### config.mk
export PLATFORM = sky130hd
export DESIGN_NAME = port1_upper_pin_config
export DESIGN_NICKNAME = d
export VERILOG_FILES = /design/src/rtl/pin_config_pkg.sv /design/src/rtl/pad_ctrl_if.sv /design/src/rtl/glitch_filter.sv /design/src/rtl/pad_driver.sv /design/src/rtl/port1_upper_pin_config.sv
export SDC_FILE = /design/constraint.sdc
export NUM_CORES = 1
export LEC_CHECK = 0
export BUFFER_PORTS_ARGS = -buffer_cell sky130_fd_sc_hd__buf_2
export CAP_MARGIN = 25
export CORE_MARGIN = 3
export CORE_UTILIZATION = 54
export DETAILED_ROUTE_END_ITERATION = 8
export PLACE_DENSITY = 0.8
export SLEW_MARGIN = 10
export SYNTH_ARGS = -nofsm -noshare
export SYNTH_HDL_FRONTEND = slang
export SYNTH_SLANG_ARGS = --single-unit
### constraint.sdc
create_clock -name sys_clk -period 6.93 [get_ports sys_clk]
set_clock_uncertainty 0.05 [all_clocks]
set_input_delay 0.3465 -clock sys_clk [delete_from_list [all_inputs] [get_ports sys_clk]]
set_output_delay 0.3465 -clock sys_clk [all_outputs]
set_load 0.1 [all_outputs]
### src/rtl/pin_config_pkg.sv
// Constants, field layout and helpers for the upper port-1 pin configuration block
// Operation
// Nine 32-bit config registers, four-byte stride
// Bits 2:0 select GPIO or peripheral
// Bits 4:3 select none, down, up, keeper
// Pull field resets to pull-up
// Bit 6 inverts the input path
// Bit 8 bypasses glitch filter, resets set
// Bit 9 selects fast slew, reset slow
// Bit 10 selects simulated open-drain output
// Software writes zero to reserved bits
// Bit 7 clear blocks digital input path
// Unassigned function code leaves driver off
package pin_config_pkg;
  localparam int          PIN_COUNT     = 9;        // Pins 9 through 17 of port 1
  localparam int          CFG_ADR_W     = 12;       // Byte address width of the block
  localparam int          CFG_W         = 11;       // Implemented bits per register
  localparam logic [11:0] CFG_BASE      = 12'h0a4;  // First register, pin 9
  localparam logic [11:0] CFG_LAST      = 12'h0c4;  // Last register, pin 17
  localparam logic [11:0] CFG_STRIDE    = 12'h004;  // Byte step between registers
  // Field positions
  localparam int          FUNCTION_SELECT_LSB      = 0;
  localparam int          PULL_LSB      = 3;
  localparam int          INVERT_BIT    = 6;
  localparam int          DIGITAL_BIT   = 7;
  localparam int          BYPASS_BIT    = 8;
  localparam int          SLEW_BIT      = 9;
  localparam int          OD_BIT        = 10;
  // Reset: pull-up, digital, filter bypassed, all else zero
  localparam logic [10:0] CFG_RESET     = 11'h190;
  // Writable bits; bit 5 is reserved
  localparam logic [10:0] CFG_WMASK     = 11'h7df;
  // Function codes
  localparam logic [2:0]  FUNCTION_SELECT_GPIO     = 3'h0;
  localparam logic [2:0]  FUNCTION_SELECT_ALT_A    = 3'h2;
  localparam logic [2:0]  FUNCTION_SELECT_ALT_B    = 3'h3;
  localparam logic [2:0]  FUNCTION_SELECT_ALT_C    = 3'h4;
  localparam int          ALT_SLOTS     = 3;
  localparam logic [1:0]  SLOT_NONE     = 2'h3;
  // Pull codes
  localparam logic [1:0]  PULL_NONE     = 2'h0;
  localparam logic [1:0]  PULL_DOWN     = 2'h1;
  localparam logic [1:0]  PULL_UP       = 2'h2;
  localparam logic [1:0]  PULL_KEEPER   = 2'h3;
  // Peripheral slots present per pin, bit 0 = code 2, index 0 = pin 9
  localparam logic [PIN_COUNT-1:0][2:0] FUNCTION_SELECT_AVAIL =
    {3'h0, 3'h7, 3'h7, 3'h7, 3'h7, 3'h7, 3'h3, 3'h3, 3'h3};
  // Glitch filter timing
  localparam int          CLK_PERIOD_NS = 10;
  localparam int          FILTER_NS     = 10;
  localparam int          FILTER_CYC_RAW = (FILTER_NS + CLK_PERIOD_NS - 1) / CLK_PERIOD_NS;
  localparam int          FILTER_CYCLES = (FILTER_CYC_RAW < 1) ? 1 : FILTER_CYC_RAW;

  // Address falls on a configuration register
  function automatic logic cfg_hit(input logic [CFG_ADR_W-1:0] adr);
    return (adr >= CFG_BASE) && (adr <= CFG_LAST) && (adr[1:0] == 2'h0);
  endfunction : cfg_hit

  // Register index from byte address
  function automatic logic [3:0] cfg_index(input logic [CFG_ADR_W-1:0] adr);
    logic [11:0] off;
    off = (adr - CFG_BASE) / CFG_STRIDE;
    return off[3:0];
  endfunction : cfg_index

  // Peripheral slot of a function code, SLOT_NONE if none
  function automatic logic [1:0] alt_slot(input logic [2:0] function_select);
    case (function_select)
      FUNCTION_SELECT_ALT_A: alt_slot = 2'h0;
      FUNCTION_SELECT_ALT_B: alt_slot = 2'h1;
      FUNCTION_SELECT_ALT_C: alt_slot = 2'h2;
      default:    alt_slot = SLOT_NONE;
    endcase
  endfunction : alt_slot
endpackage : pin_config_pkg

### src/rtl/pad_ctrl_if.sv
// Per-pin control bundle from the configuration core to a pad driver
`timescale 1ns/100ps
interface pad_ctrl_if;
  logic       drive_val;   // Value the selected function drives
  logic       drive_en;    // Selected function wants the pin driven
  logic [1:0] pull;        // Pull field
  logic       fast_slew;   // Slew limiting off
  logic       open_drain;  // Simulated open-drain
  logic       digital;     // Digital mode
  modport ctrl (output drive_val, drive_en, pull, fast_slew, open_drain, digital);
  modport pad  (input  drive_val, drive_en, pull, fast_slew, open_drain, digital);
endinterface : pad_ctrl_if

### src/rtl/glitch_filter.sv
// Input glitch filter with bypass for one pad
`timescale 1ns/100ps
module glitch_filter import pin_config_pkg::*; #(
  parameter int FILT_CYCLES = FILTER_CYCLES
) (
  input  wire logic sys_clk,
  input  wire logic sys_rst,
  input  wire logic clk_en,
  input  wire logic raw,
  input  wire logic bypass,
  output logic      filt
);
  localparam int CW = $clog2(FILT_CYCLES + 1);
  localparam logic [CW-1:0] FILT_MAX = CW'(FILT_CYCLES);

  logic          sample_ff;   // Previous raw sample
  logic [CW-1:0] stable_ff;   // Cycles raw has matched the sample
  logic          out_ff;      // Accepted level
  logic          nxt_sample;
  logic [CW-1:0] nxt_stable;
  logic          nxt_out;

  // Next state: accept raw once it has held long enough, or at once when bypassed
  always_comb begin
    nxt_sample = raw;
    nxt_stable = stable_ff;
    nxt_out    = out_ff;
    if (raw != sample_ff) begin
      nxt_stable = '0;
    end else if (stable_ff != FILT_MAX) begin
      nxt_stable = stable_ff + CW'(1);
    end
    if (bypass) begin
      nxt_out = raw;
    end else if ((raw == sample_ff) && (stable_ff >= FILT_MAX - CW'(1))) begin
      nxt_out = raw;
    end
  end

  // Registers, frozen while clk_en is low
  always_ff @(posedge sys_clk or posedge sys_rst) begin
    if (sys_rst) begin
      sample_ff <= 1'b0;
      stable_ff <= '0;
      out_ff    <= 1'b0;
    end else if (clk_en) begin
      sample_ff <= nxt_sample;
      stable_ff <= nxt_stable;
      out_ff    <= nxt_out;
    end
  end

  assign filt = out_ff;
endmodule : glitch_filter

### src/rtl/pad_driver.sv
// Registered pad controls for one pin
`timescale 1ns/100ps
module pad_driver import pin_config_pkg::*; (
  input  wire logic sys_clk,
  input  wire logic sys_rst,
  input  wire logic clk_en,
  pad_ctrl_if.pad   ctl,
  output logic      pad_out,
  output logic      pad_oe,
  output logic      pull_up,
  output logic      pull_down,
  output logic      keeper,
  output logic      fast_slew,
  output logic      analog_en
);
  logic [6:0] pad_ff;    // {out, oe, up, down, keeper, fast, analog}
  logic [6:0] nxt_pad;

  // Decode drive and pull controls
  always_comb begin
    nxt_pad[6] = ctl.open_drain ? 1'b0 : ctl.drive_val;
    nxt_pad[5] = ctl.drive_en && !(ctl.open_drain && ctl.drive_val);
    nxt_pad[4] = (ctl.pull == PULL_UP);
    nxt_pad[3] = (ctl.pull == PULL_DOWN);
    nxt_pad[2] = (ctl.pull == PULL_KEEPER);
    nxt_pad[1] = ctl.fast_slew;
    nxt_pad[0] = !ctl.digital;
  end

  // Pad registers, pull-up from reset
  always_ff @(posedge sys_clk or posedge sys_rst) begin
    if (sys_rst) begin
      pad_ff <= 7'h10;
    end else if (clk_en) begin
      pad_ff <= nxt_pad;
    end
  end

  assign {pad_out, pad_oe, pull_up, pull_down, keeper, fast_slew, analog_en} = pad_ff;
endmodule : pad_driver

### src/rtl/port1_upper_pin_config.sv
// Configuration registers and signal routing for port-1 pins 9 to 17
//
// Chosen here: register access over Wishbone.
`timescale 1ns/100ps
module port1_upper_pin_config import pin_config_pkg::*; (
  input  wire logic                                sys_clk,
  input  wire logic                                sys_rst,
  input  wire logic                                clk_en,
  // Wishbone classic slave
  input  wire logic                                wb_cyc_i,
  input  wire logic                                wb_stb_i,
  input  wire logic                                wb_we_i,
  input  wire logic [CFG_ADR_W-1:0]                wb_adr_i,
  input  wire logic [3:0]                          wb_sel_i,
  input  wire logic [31:0]                         wb_dat_i,
  output logic      [31:0]                         wb_dat_o,
  output logic                                     wb_ack_o,
  // Pad side
  input  wire logic [PIN_COUNT-1:0]                pad_in,
  output logic      [PIN_COUNT-1:0]                pad_out,
  output logic      [PIN_COUNT-1:0]                pad_oe,
  output logic      [PIN_COUNT-1:0]                pad_pull_up,
  output logic      [PIN_COUNT-1:0]                pad_pull_down,
  output logic      [PIN_COUNT-1:0]                pad_keeper,
  output logic      [PIN_COUNT-1:0]                pad_fast_slew,
  output logic      [PIN_COUNT-1:0]                pad_analog_en,
  // GPIO function
  input  wire logic [PIN_COUNT-1:0]                gpio_out,
  input  wire logic [PIN_COUNT-1:0]                gpio_oe,
  output logic      [PIN_COUNT-1:0]                gpio_in,
  // Peripheral functions, slot 0/1/2 = code 2/3/4
  input  wire logic [PIN_COUNT-1:0][ALT_SLOTS-1:0] alt_out,
  input  wire logic [PIN_COUNT-1:0][ALT_SLOTS-1:0] alt_oe,
  output logic      [PIN_COUNT-1:0][ALT_SLOTS-1:0] alt_in
);

  // Register file state
  logic [CFG_W-1:0] cfg_ff [PIN_COUNT];       // Configuration words
  logic [CFG_W-1:0] nxt_cfg [PIN_COUNT];
  logic             ack_ff;                   // Bus acknowledge
  logic             nxt_ack;
  logic [31:0]      rdata_ff;                 // Read data
  logic [31:0]      nxt_rdata;

  // Bus decode
  logic             bus_req;                  // New request waiting for ack
  logic             bus_hit;                  // Address maps to a register
  logic [3:0]       bus_idx;                  // Register index
  logic             wr_fire;                  // Write takes effect this edge
  logic [31:0]      rd_word;                  // Word a read would return

  // Routing
  logic [PIN_COUNT-1:0]                filt;          // Filtered pad inputs
  logic [PIN_COUNT-1:0]                dig_in;        // Inverted and gated input
  logic [PIN_COUNT-1:0]                drv_val;       // Selected output value
  logic [PIN_COUNT-1:0]                drv_en;        // Selected output enable
  logic [PIN_COUNT-1:0]                gpio_in_ff;
  logic [PIN_COUNT-1:0]                nxt_gpio_in;
  logic [PIN_COUNT-1:0][ALT_SLOTS-1:0] alt_in_ff;
  logic [PIN_COUNT-1:0][ALT_SLOTS-1:0] nxt_alt_in;

  // Address decode
  assign bus_req = wb_cyc_i && wb_stb_i && !ack_ff;
  assign bus_hit = cfg_hit(wb_adr_i);
  assign bus_idx = cfg_index(wb_adr_i);
  assign wr_fire = wb_cyc_i && wb_stb_i && wb_we_i && ack_ff && bus_hit;

  // Read word, unmapped and reserved bits read zero
  always_comb begin
    rd_word = 32'h0000_0000;
    if (bus_hit) begin
      rd_word = {21'h00_0000, cfg_ff[bus_idx]};
    end
  end

  // Next state of registers and bus answer
  always_comb begin
    for (int i = 0; i < PIN_COUNT; i++) begin
      nxt_cfg[i] = cfg_ff[i];
    end
    nxt_ack   = bus_req;
    nxt_rdata = rdata_ff;
    if (bus_req) begin
      nxt_rdata = wb_we_i ? 32'h0000_0000 : rd_word;
    end
    // Write lands on the acknowledged edge
    if (wr_fire) begin
      // Byte lanes 0 and 1 hold the fields, reserved bits dropped
      if (wb_sel_i[0]) begin
        nxt_cfg[bus_idx][7:0] = wb_dat_i[7:0] & CFG_WMASK[7:0];
      end
      if (wb_sel_i[1]) begin
        nxt_cfg[bus_idx][10:8] = wb_dat_i[10:8];
      end
    end
  end

  // Register file and bus answer registers
  always_ff @(posedge sys_clk or posedge sys_rst) begin
    if (sys_rst) begin
      for (int i = 0; i < PIN_COUNT; i++) begin
        cfg_ff[i] <= CFG_RESET;
      end
      ack_ff   <= 1'b0;
      rdata_ff <= 32'h0000_0000;
    end else if (clk_en) begin
      for (int i = 0; i < PIN_COUNT; i++) begin
        cfg_ff[i] <= nxt_cfg[i];
      end
      ack_ff   <= nxt_ack;
      rdata_ff <= nxt_rdata;
    end
  end

  assign wb_ack_o = ack_ff;
  assign wb_dat_o = rdata_ff;

  // Output selection per pin
  always_comb begin
    for (int i = 0; i < PIN_COUNT; i++) begin
      logic [2:0] fn;
      logic [1:0] sl;
      fn = cfg_ff[i][FUNCTION_SELECT_LSB +: 3];
      sl = alt_slot(fn);
      drv_val[i] = 1'b0;
      drv_en[i]  = 1'b0;
      if (fn == FUNCTION_SELECT_GPIO) begin
        drv_val[i] = gpio_out[i];
        drv_en[i]  = gpio_oe[i];
      end else if ((sl != SLOT_NONE) && FUNCTION_SELECT_AVAIL[i][sl]) begin
        drv_val[i] = alt_out[i][sl];
        drv_en[i]  = alt_oe[i][sl];
      end
      // Anything else leaves the driver off
    end
  end

  // Input path: invert, then block in analog mode
  always_comb begin
    for (int i = 0; i < PIN_COUNT; i++) begin
      dig_in[i] = (filt[i] ^ cfg_ff[i][INVERT_BIT])
                  & cfg_ff[i][DIGITAL_BIT];
    end
  end

  // Input steering to the selected function only
  always_comb begin
    for (int i = 0; i < PIN_COUNT; i++) begin
      logic [1:0] sl;
      sl = alt_slot(cfg_ff[i][FUNCTION_SELECT_LSB +: 3]);
      nxt_gpio_in[i] = (cfg_ff[i][FUNCTION_SELECT_LSB +: 3] == FUNCTION_SELECT_GPIO) ? dig_in[i] : 1'b0;
      for (int s = 0; s < ALT_SLOTS; s++) begin
        nxt_alt_in[i][s] = (sl == 2'(s)) && FUNCTION_SELECT_AVAIL[i][s] && dig_in[i];
      end
    end
  end

  // Input registers
  always_ff @(posedge sys_clk or posedge sys_rst) begin
    if (sys_rst) begin
      gpio_in_ff <= '0;
      alt_in_ff  <= '0;
    end else if (clk_en) begin
      gpio_in_ff <= nxt_gpio_in;
      alt_in_ff  <= nxt_alt_in;
    end
  end

  assign gpio_in = gpio_in_ff;
  assign alt_in  = alt_in_ff;

  // Per-pin filter and pad driver
  for (genvar g = 0; g < PIN_COUNT; g++) begin : g_pin
    pad_ctrl_if pc ();
    assign pc.drive_val  = drv_val[g];
    assign pc.drive_en   = drv_en[g];
    assign pc.pull       = cfg_ff[g][PULL_LSB +: 2];
    assign pc.fast_slew  = cfg_ff[g][SLEW_BIT];
    assign pc.open_drain = cfg_ff[g][OD_BIT];
    assign pc.digital    = cfg_ff[g][DIGITAL_BIT];

    glitch_filter #(
      .FILT_CYCLES (FILTER_CYCLES)
    ) u_filt (
      .sys_clk (sys_clk),
      .sys_rst (sys_rst),
      .clk_en  (clk_en),
      .raw     (pad_in[g]),
      .bypass  (cfg_ff[g][BYPASS_BIT]),
      .filt    (filt[g])
    );

    pad_driver u_pad (
      .sys_clk   (sys_clk),
      .sys_rst   (sys_rst),
      .clk_en    (clk_en),
      .ctl       (pc.pad),
      .pad_out   (pad_out[g]),
      .pad_oe    (pad_oe[g]),
      .pull_up   (pad_pull_up[g]),
      .pull_down (pad_pull_down[g]),
      .keeper    (pad_keeper[g]),
      .fast_slew (pad_fast_slew[g]),
      .analog_en (pad_analog_en[g])
    );
  end
endmodule : port1_upper_pin_config

Word-level counts from Yosys, hierarchy flattened
Index checks and enable logic that the tools add are counted.
{"block": "classes", "order_cmp": 22, "addsub": 10, "n_reduce_logical": 122, "n_bitwise": 19, "eq_ne": 94, "mux": 167}
{"cell": "two-way mux 99 bit", "n": 3}
{"cell": "bitwise mux 99 bit", "n": 2}
{"cell": "two-way mux 1 bit", "n": 117}
{"cell": "demux 11 bit (select 4 bit)", "n": 2}
{"cell": "logical AND 1 bit", "n": 65}
{"cell": "binary-select mux 1 bit (select 2 bit)", "n": 27}
{"cell": "equality test 3 x 2 -> 1 bit (second input constant)", "n": 18}
{"cell": "case mux 2 bit (3 select lines)", "n": 9}
{"cell": "equality test 2 bit (second input constant)", "n": 23}
{"cell": "binary-select mux 11 bit (select 4 bit)", "n": 1}
{"cell": "two-way mux 11 bit", "n": 4}
{"cell": "equality test 2 x 1 -> 1 bit (second input constant)", "n": 17}
{"cell": "two-way mux 32 bit", "n": 1}
{"cell": "equality test 3 bit (second input constant)", "n": 9}
{"cell": "zero test 3 bit", "n": 9}
{"cell": "< comparator 2 x 3 -> 1 bit (second input constant)", "n": 9}
{"cell": "AND reduction 2 bit", "n": 11}
{"cell": "zero test 1 bit", "n": 19}
{"cell": "zero test 2 bit", "n": 9}
{"cell": "inequality test 2 bit (second input constant)", "n": 9}
{"cell": "nonzero test 2 bit", "n": 9}
{"cell": ">= comparator 12 x 8 -> 1 bit (second input constant)", "n": 1}
{"cell": "less-or-equal comparator 12 x 8 -> 1 bit (second input constant)", "n": 1}
{"cell": "adder 1 bit (second input constant)", "n": 9}
{"cell": "10 further kinds", "n": 50}
{"block": "word_totals", "register_bits": 252, "input_bits": 135, "out_inout_bits": 132, "word_cells": 490}

Logic depth before layout (Yosys ltp)
{"block": "logic_depth", "word_depth": 11, "mapped_depth": 10, "mapped_depth_nobuf": 7}

Cells and area by module
A second synthesis with hierarchy kept.
{"block": "hier_totals", "cells_unflattened": 939, "area_unflattened_um2": 10606.4}
{"mod": "port1_upper_pin_config", "seq_area_each_um2": 3311.9, "area_each_um2": 7081.8, "cells_each": 606, "instances": 1}
{"mod": "pad_driver", "seq_area_each_um2": 176.4, "area_each_um2": 300.3, "cells_each": 26, "instances": 9}
{"mod": "glitch_filter", "seq_area_each_um2": 50.0, "area_each_um2": 91.3, "cells_each": 11, "instances": 9}

Least setup slack after synthesis
OpenSTA, ideal clock, no wires.
{"block": "synth_timing", "path_kind": "input -> register", "start": "input port wb_adr_i[2]", "end": "register cfg_ff[22] in the netlist's numbering", "n_path_buf": 3, "required_time_ps": 6755, "setup_time_ps": 125, "t_arrival_ps": 2922, "stages": 10, "path_slack_ps": 3833, "cell_sequence": "buf_2 > buf_1 > inv_1 > ha_1 > buf_2 > nor4b_1 > nor4_4 > nand4_1 > nor3b_4 > mux2_2"}
{"block": "synth_via", "elab_chain_len": 11, "elab_cells_between_ends": 19, "classes_between": "add/sub (1); order compare (4); mux (8); bitwise (1); reduce/logical (5)"}
{"element": "start: declaration", "line": "port1_upper_pin_config.sv:13", "rtl": "input wire logic [CFG_ADR_W-1:0] wb_adr_i,"}
{"element": "subtractor 6 bit", "line": "pin_config_pkg.sv:62", "rtl": "off = (adr - CFG_BASE) / CFG_STRIDE;"}
{"element": "inverter 4 -> 5 bit (not written as such)", "line": "port1_upper_pin_config.sv:90, port1_upper_pin_config.sv:93"}
{"element": ">= comparator 5 bit (not written as such) / < comparator 5 x 1 -> 1 bit (equally long branches)", "line": "port1_upper_pin_config.sv:90", "rtl": "nxt_cfg[bus_idx][7:0] = wb_dat_i[7:0] & CFG_WMASK[7:0];"}
{"element": "logical AND 1 bit (not written as such)", "line": "port1_upper_pin_config.sv:90"}
{"element": "two-way mux 8 bit (not written as such)", "line": "port1_upper_pin_config.sv:90"}
{"element": "demux 11 bit (select 4 bit)", "line": "port1_upper_pin_config.sv:90"}
{"element": "bitwise mux 99 bit", "line": "port1_upper_pin_config.sv:90"}
{"element": "two-way mux 99 bit", "line": "port1_upper_pin_config.sv:89", "rtl": "if (wb_sel_i[0]) begin"}
{"element": "two-way mux 99 bit", "line": "port1_upper_pin_config.sv:87", "rtl": "if (wr_fire) begin"}
{"element": "bitwise mux 99 bit", "line": "port1_upper_pin_config.sv:93", "rtl": "nxt_cfg[bus_idx][10:8] = wb_dat_i[10:8];"}
{"element": "two-way mux 99 bit", "line": "port1_upper_pin_config.sv:92", "rtl": "if (wb_sel_i[1]) begin"}
{"element": "end signal: indexed assignment", "line": "port1_upper_pin_config.sv:108", "rtl": "cfg_ff[i] <= nxt_cfg[i];"}
{"element": "end: declaration", "line": "port1_upper_pin_config.sv:38", "rtl": "logic [CFG_W-1:0] cfg_ff [PIN_COUNT];"}
Parallel ways exist; a longest one is shown, timed or not. The select of a mux whose other input is x is not followed.
A chain may end at the register's enable or synchronous reset.

Final worst setup path
{"block": "layout_timing", "start": "input port wb_adr_i[2]", "end": "register cfg_ff[61] in the netlist's numbering"}
The elaborated chain is that of the path after synthesis.

==> impl_summary.md <==
Status
The run finished with clean final reports.

Placed design
Routability-driven placement finished with a final weighted congestion of 0.838. The worst slack at placement is 3.20 ns. The number of placed instances, taps included, is 1,287. Buffers placed on the I/O ports in this run total 202. Summed over all nets, the half-perimeter wirelength after detailed placement is 19,000 um.

CTS
The clock passes through at most 3 buffers. Clock tree synthesis selected as its root buffer the cell sky130_fd_sc_hd__clkbuf_16. The CTS tree is built. The clock transition time at the flip-flop clock pins of the worst setup and hold paths is 0.06 ns.

In this run the number of H-tree levels came out at 1. After clock tree synthesis, the setup repair step added 0 buffers. Counting every sink on the clock net gives 212.

Clock tree synthesis inserted a total of 23 buffers. For the worst-skew pair, the clock arrives at the later sink with an insertion delay of 0.49 ns.

Pwr
Summed over all cells, the static leakage comes to 5.75 nW. The share of total power in the clock network is 42.3%. The internal portion of the total power is 2.07 mW.

The combinational share of power is 13.1%. Dividing total power by cell area gives a power density of 237 nW/um2. The net switching fraction of the power is 27.8%. The analysis attributes to net switching a power of 797 uW.

The sequential power share is 44.7%. The peak supply drop is 150 uV.

Die
In this run the count of I/O pins placed on the die edge is 267. The vertical die dimension is 146 um. The chip width is 146 um. The initial utilization of the core area, before any placement, comes to 55.9%.

The floorplan row count is 50. The die covers 21,400 um2. The total area inside the core boundary comes to 19,000 um2.

Route
The detailed-router iteration count before antenna repair is 6. The final layout contains routed wiring with a total length of 27,400 um. The first routing iteration left 609 violations. The detailed-route DRC error count is 0. After detailed routing, the number of vias per cell comes to 5.76.

In this run the remaining antenna-violating nets after routing total 0. Detailed routing inserted a total of 7,675 vias. The post-detailed-route wirelength per cell is 20.6 um.

Setup path
At the worst endpoint, the required time is 7.26 ns. The category of the critical setup timing path is in2reg. The arrival time at the worst endpoint is 3.61 ns.

The maximum fanout along the worst path is 27. STA classifies the critical path endpoint as a register. The worst setup path is launched from an input port.

STA
Based on the critical path, the design can be clocked at up to 305 MHz. The number of pins exceeding their max-slew limit in the final report was 0. The aggregate negative setup slack is 0 ns. Setup repair after global routing left no endpoint under its margin. Headroom to the max-slew limit came out at 38.3%. Setup violations remaining at the end of the flow were counted as 0. The share of the clock period used by the worst path is 47.3%. The time the worst path needs with I/O delays and setup is 3.28 ns. In the post-route analysis, the smallest setup slack over all paths is 3.65 ns.

The worst-margin pin slew is 0.925 ns. The number of hold violations in the final report is 0.

Synth
Of all flip-flops after synthesis, the portion carrying an async set or reset was 100%. After synthesis, the netlist uses 63 different library cells. During synthesis, Yosys emitted a total of 0 warnings. The post-synthesis instance area is 10,600 um2.

The gate count after technology mapping is 925. Dividing the synthesized area by the synthesized cell count gives 11.5 um2. The number of flops mapped to enable cells by yosys is 0. The most used flip-flop cell after synthesis is sky130_fd_sc_hd__dfrtp_1. After synthesis the netlist holds a flip-flop and latch count of 212. Of the synthesized area, sequential elements account for 50.3%.

Global routing
The via count of the first global-routing pass is 7,807. Across every metal layer, demand over resource in global routing totals 25.1%. The aggregate global routing overflow is 0. The wire length of the first global-routing pass is 43,000 um.

The initial antenna violation count is 1. Entering global routing, the biggest net connects 146 pins.

Min path
The tightest min-delay check is of the in2reg type.

Cells and area
In the final design database the tool counted 1,194 nets. The count of cells in the finished layout, fillers not included, comes to 1,332. The synthesis-to-layout area growth is 13.8%.

The post-route netlist has 39.5% of its cells at a drive strength greater than 1. The filler cell count is 1,531.

Job
The max-cap violation count is 0.
==> critical path, cell delays in order <==
cell and delay [ns]:
sky130_fd_sc_hd__buf_2 0.65, sky130_fd_sc_hd__inv_1 0.18, sky130_fd_sc_hd__ha_1 0.39, sky130_fd_sc_hd__nor4b_1 0.23
sky130_fd_sc_hd__nor4_4 0.30, sky130_fd_sc_hd__nand4_4 0.29, sky130_fd_sc_hd__nor3_2 0.77, sky130_fd_sc_hd__mux2_2 0.42
==> through the flow <==
step / hold WS, ns / instance area [um2] / power, mW / util, %
after floorplan: 0.386 / 10700 / 1.61 / -
after global placement: 0.408 / 11300 / 1.66 / 59.2
after detailed placement: 0.414 / 11300 / 1.67 / 59.4
after CTS: 0.0215 / 12000 / 2.88 / 63.3
after global routing: 0.0357 / 12100 / 2.96 / 63.6
final: 0.0263 / 12100 / 2.87 / 63.6
==> per-layer routing <==
| layer | global-route usage [%] | routed length [um] | vias up |
|---|---|---|---|
| met5 | 0 | 0 | - |
| met4 | 7.38 | 708 | 0 |
| met3 | 5.59 | 2330 | 49 |
| met2 | 41.8 | 13300 | 363 |
| met1 | 33.3 | 11100 | 3811 |
| li1 | - | - | 3452 |
==> flip-flops by register name (all words and copies together), names as in the netlist <==
signal                  flops
cfg_ff                     90
g_pin.u_pad.pad_ff         63
gpio_in                     9
wb_dat_o                   10
g_pin.u_filt.sample_ff      9
g_pin.u_filt.filt           9
alt_in                     21
wb_ack_o                    1
==> power groups by stage <==
| stage | Sequential [mW] | Combinational (mW) | Clock [mW] |
|---|---|---|---|
| after floorplan | 1.30 | 0.306 | 0 |
| after global routing | 1.28 | 0.397 | 1.28 |
| final | 1.28 | 0.374 | 1.21 |
| after detailed placement | 1.30 | 0.368 | 0 |
| after global placement | 1.30 | 0.359 | 0 |
| after CTS | 1.28 | 0.370 | 1.23 |
==> synth_stat cells, types with 12 or more instances <==
master                      count  share of area, %
sky130_fd_sc_hd__a21oi_1       40               1.9
sky130_fd_sc_hd__a22o_1        12              0.99
sky130_fd_sc_hd__buf_4         91               6.4
sky130_fd_sc_hd__clkbuf_1      26              0.92
sky130_fd_sc_hd__dfrtp_1      176                41
sky130_fd_sc_hd__dfstp_2       36               8.9
sky130_fd_sc_hd__inv_1         69               2.4
sky130_fd_sc_hd__mux2_2        99                10
sky130_fd_sc_hd__mux4_2        20               4.2
sky130_fd_sc_hd__nand2_1       56               2.0
sky130_fd_sc_hd__nand3_1       15              0.71
sky130_fd_sc_hd__nor2_1        28              0.99
sky130_fd_sc_hd__o21ai_0       47               2.2
sky130_fd_sc_hd__o22ai_1       12              0.71
sky130_fd_sc_hd__o2bb2ai_1     29               2.4
sky130_fd_sc_hd__o31ai_1       14              0.99
==> timing repair <==
action                                 in CTS  in global routing
endpoints found under the hold margin       0                 60
gates resized for setup                     0                  0
hold buffers                                0                  1
==> cell families after synthesis <==
family / share of synthesized area (%)
other: 0.0353
XOR/XNOR: 0.906
AO/OA/AOI/OAI: 13.2
multiplexers: 16.0
buffers and inverters: 10.5
flip-flops: 50.3
adder cells (fa/ha/maj): 0.471
AND/OR/NAND/NOR: 8.50
==> area by class of cell <==
| class | instances | area, um2 | share of cell area [%] |
|---|---|---|---|
| Sequential cell | 212 | 5350 | 44.2 |
| Multi-Input combinational cell | 535 | 4260 | 35.2 |
| Timing Repair Buffer | 212 | 1140 | 9.39 |
| Clock buffer | 37 | 698 | 5.77 |
| Tap cell | 260 | 325 | 2.69 |
| Inverter | 71 | 274 | 2.26 |
| Clock inverter | 4 | 51.3 | 0.424 |
| Antenna cell | 1 | 2.50 | 0.0207 |
==> final timing paths <==
kind                                          start  depth (start not counted)                        end  slack, ns
setup / recovery                        wb_adr_i[2]                          8                 cfg_ff[61]       3.65
hold / removal                            pad_in[5]                          3  g_pin[5].u_filt.sample_ff       0.03
min in group asynchronous                   sys_rst                          3   g_pin[5].u_pad.pad_ff[5]       0.38
max in group asynchronous                   sys_rst                          5       g_pin[1].u_filt.filt       4.75
setup reg to reg                           wb_ack_o                          5                 cfg_ff[61]       4.67
hold reg to reg            g_pin[2].u_pad.pad_ff[5]                          1   g_pin[2].u_pad.pad_ff[5]       0.42
==> cell usage in the layout (no fill, tap or decap), drive strengths merged, types with 4 or more instances in the layout <==
cell type,Yosys,layout
buf,108,211
dfrtp,176,176
mux2,105,105
inv,69,71
nand2,56,56
o21ai,47,47
a21oi,40,40
clkbuf,26,37
dfstp,36,36
o2bb2ai,29,29
nor2,29,29
conb,1,28
mux4,20,20
nor3,16,16
nand3,15,15
o31ai,15,15
a22o,12,12
o22ai,12,12
o32ai,11,11
xor2,8,8
a22oi,8,8
mux2i,7,7
o41ai,7,7
and3,6,6
nor4,6,6
nor3b,6,6
nor4b,5,5
a32o,4,4
nand3b,4,4
ha,4,4
nand4,4,4
Note: power is estimated with default switching activity, not from simulation.
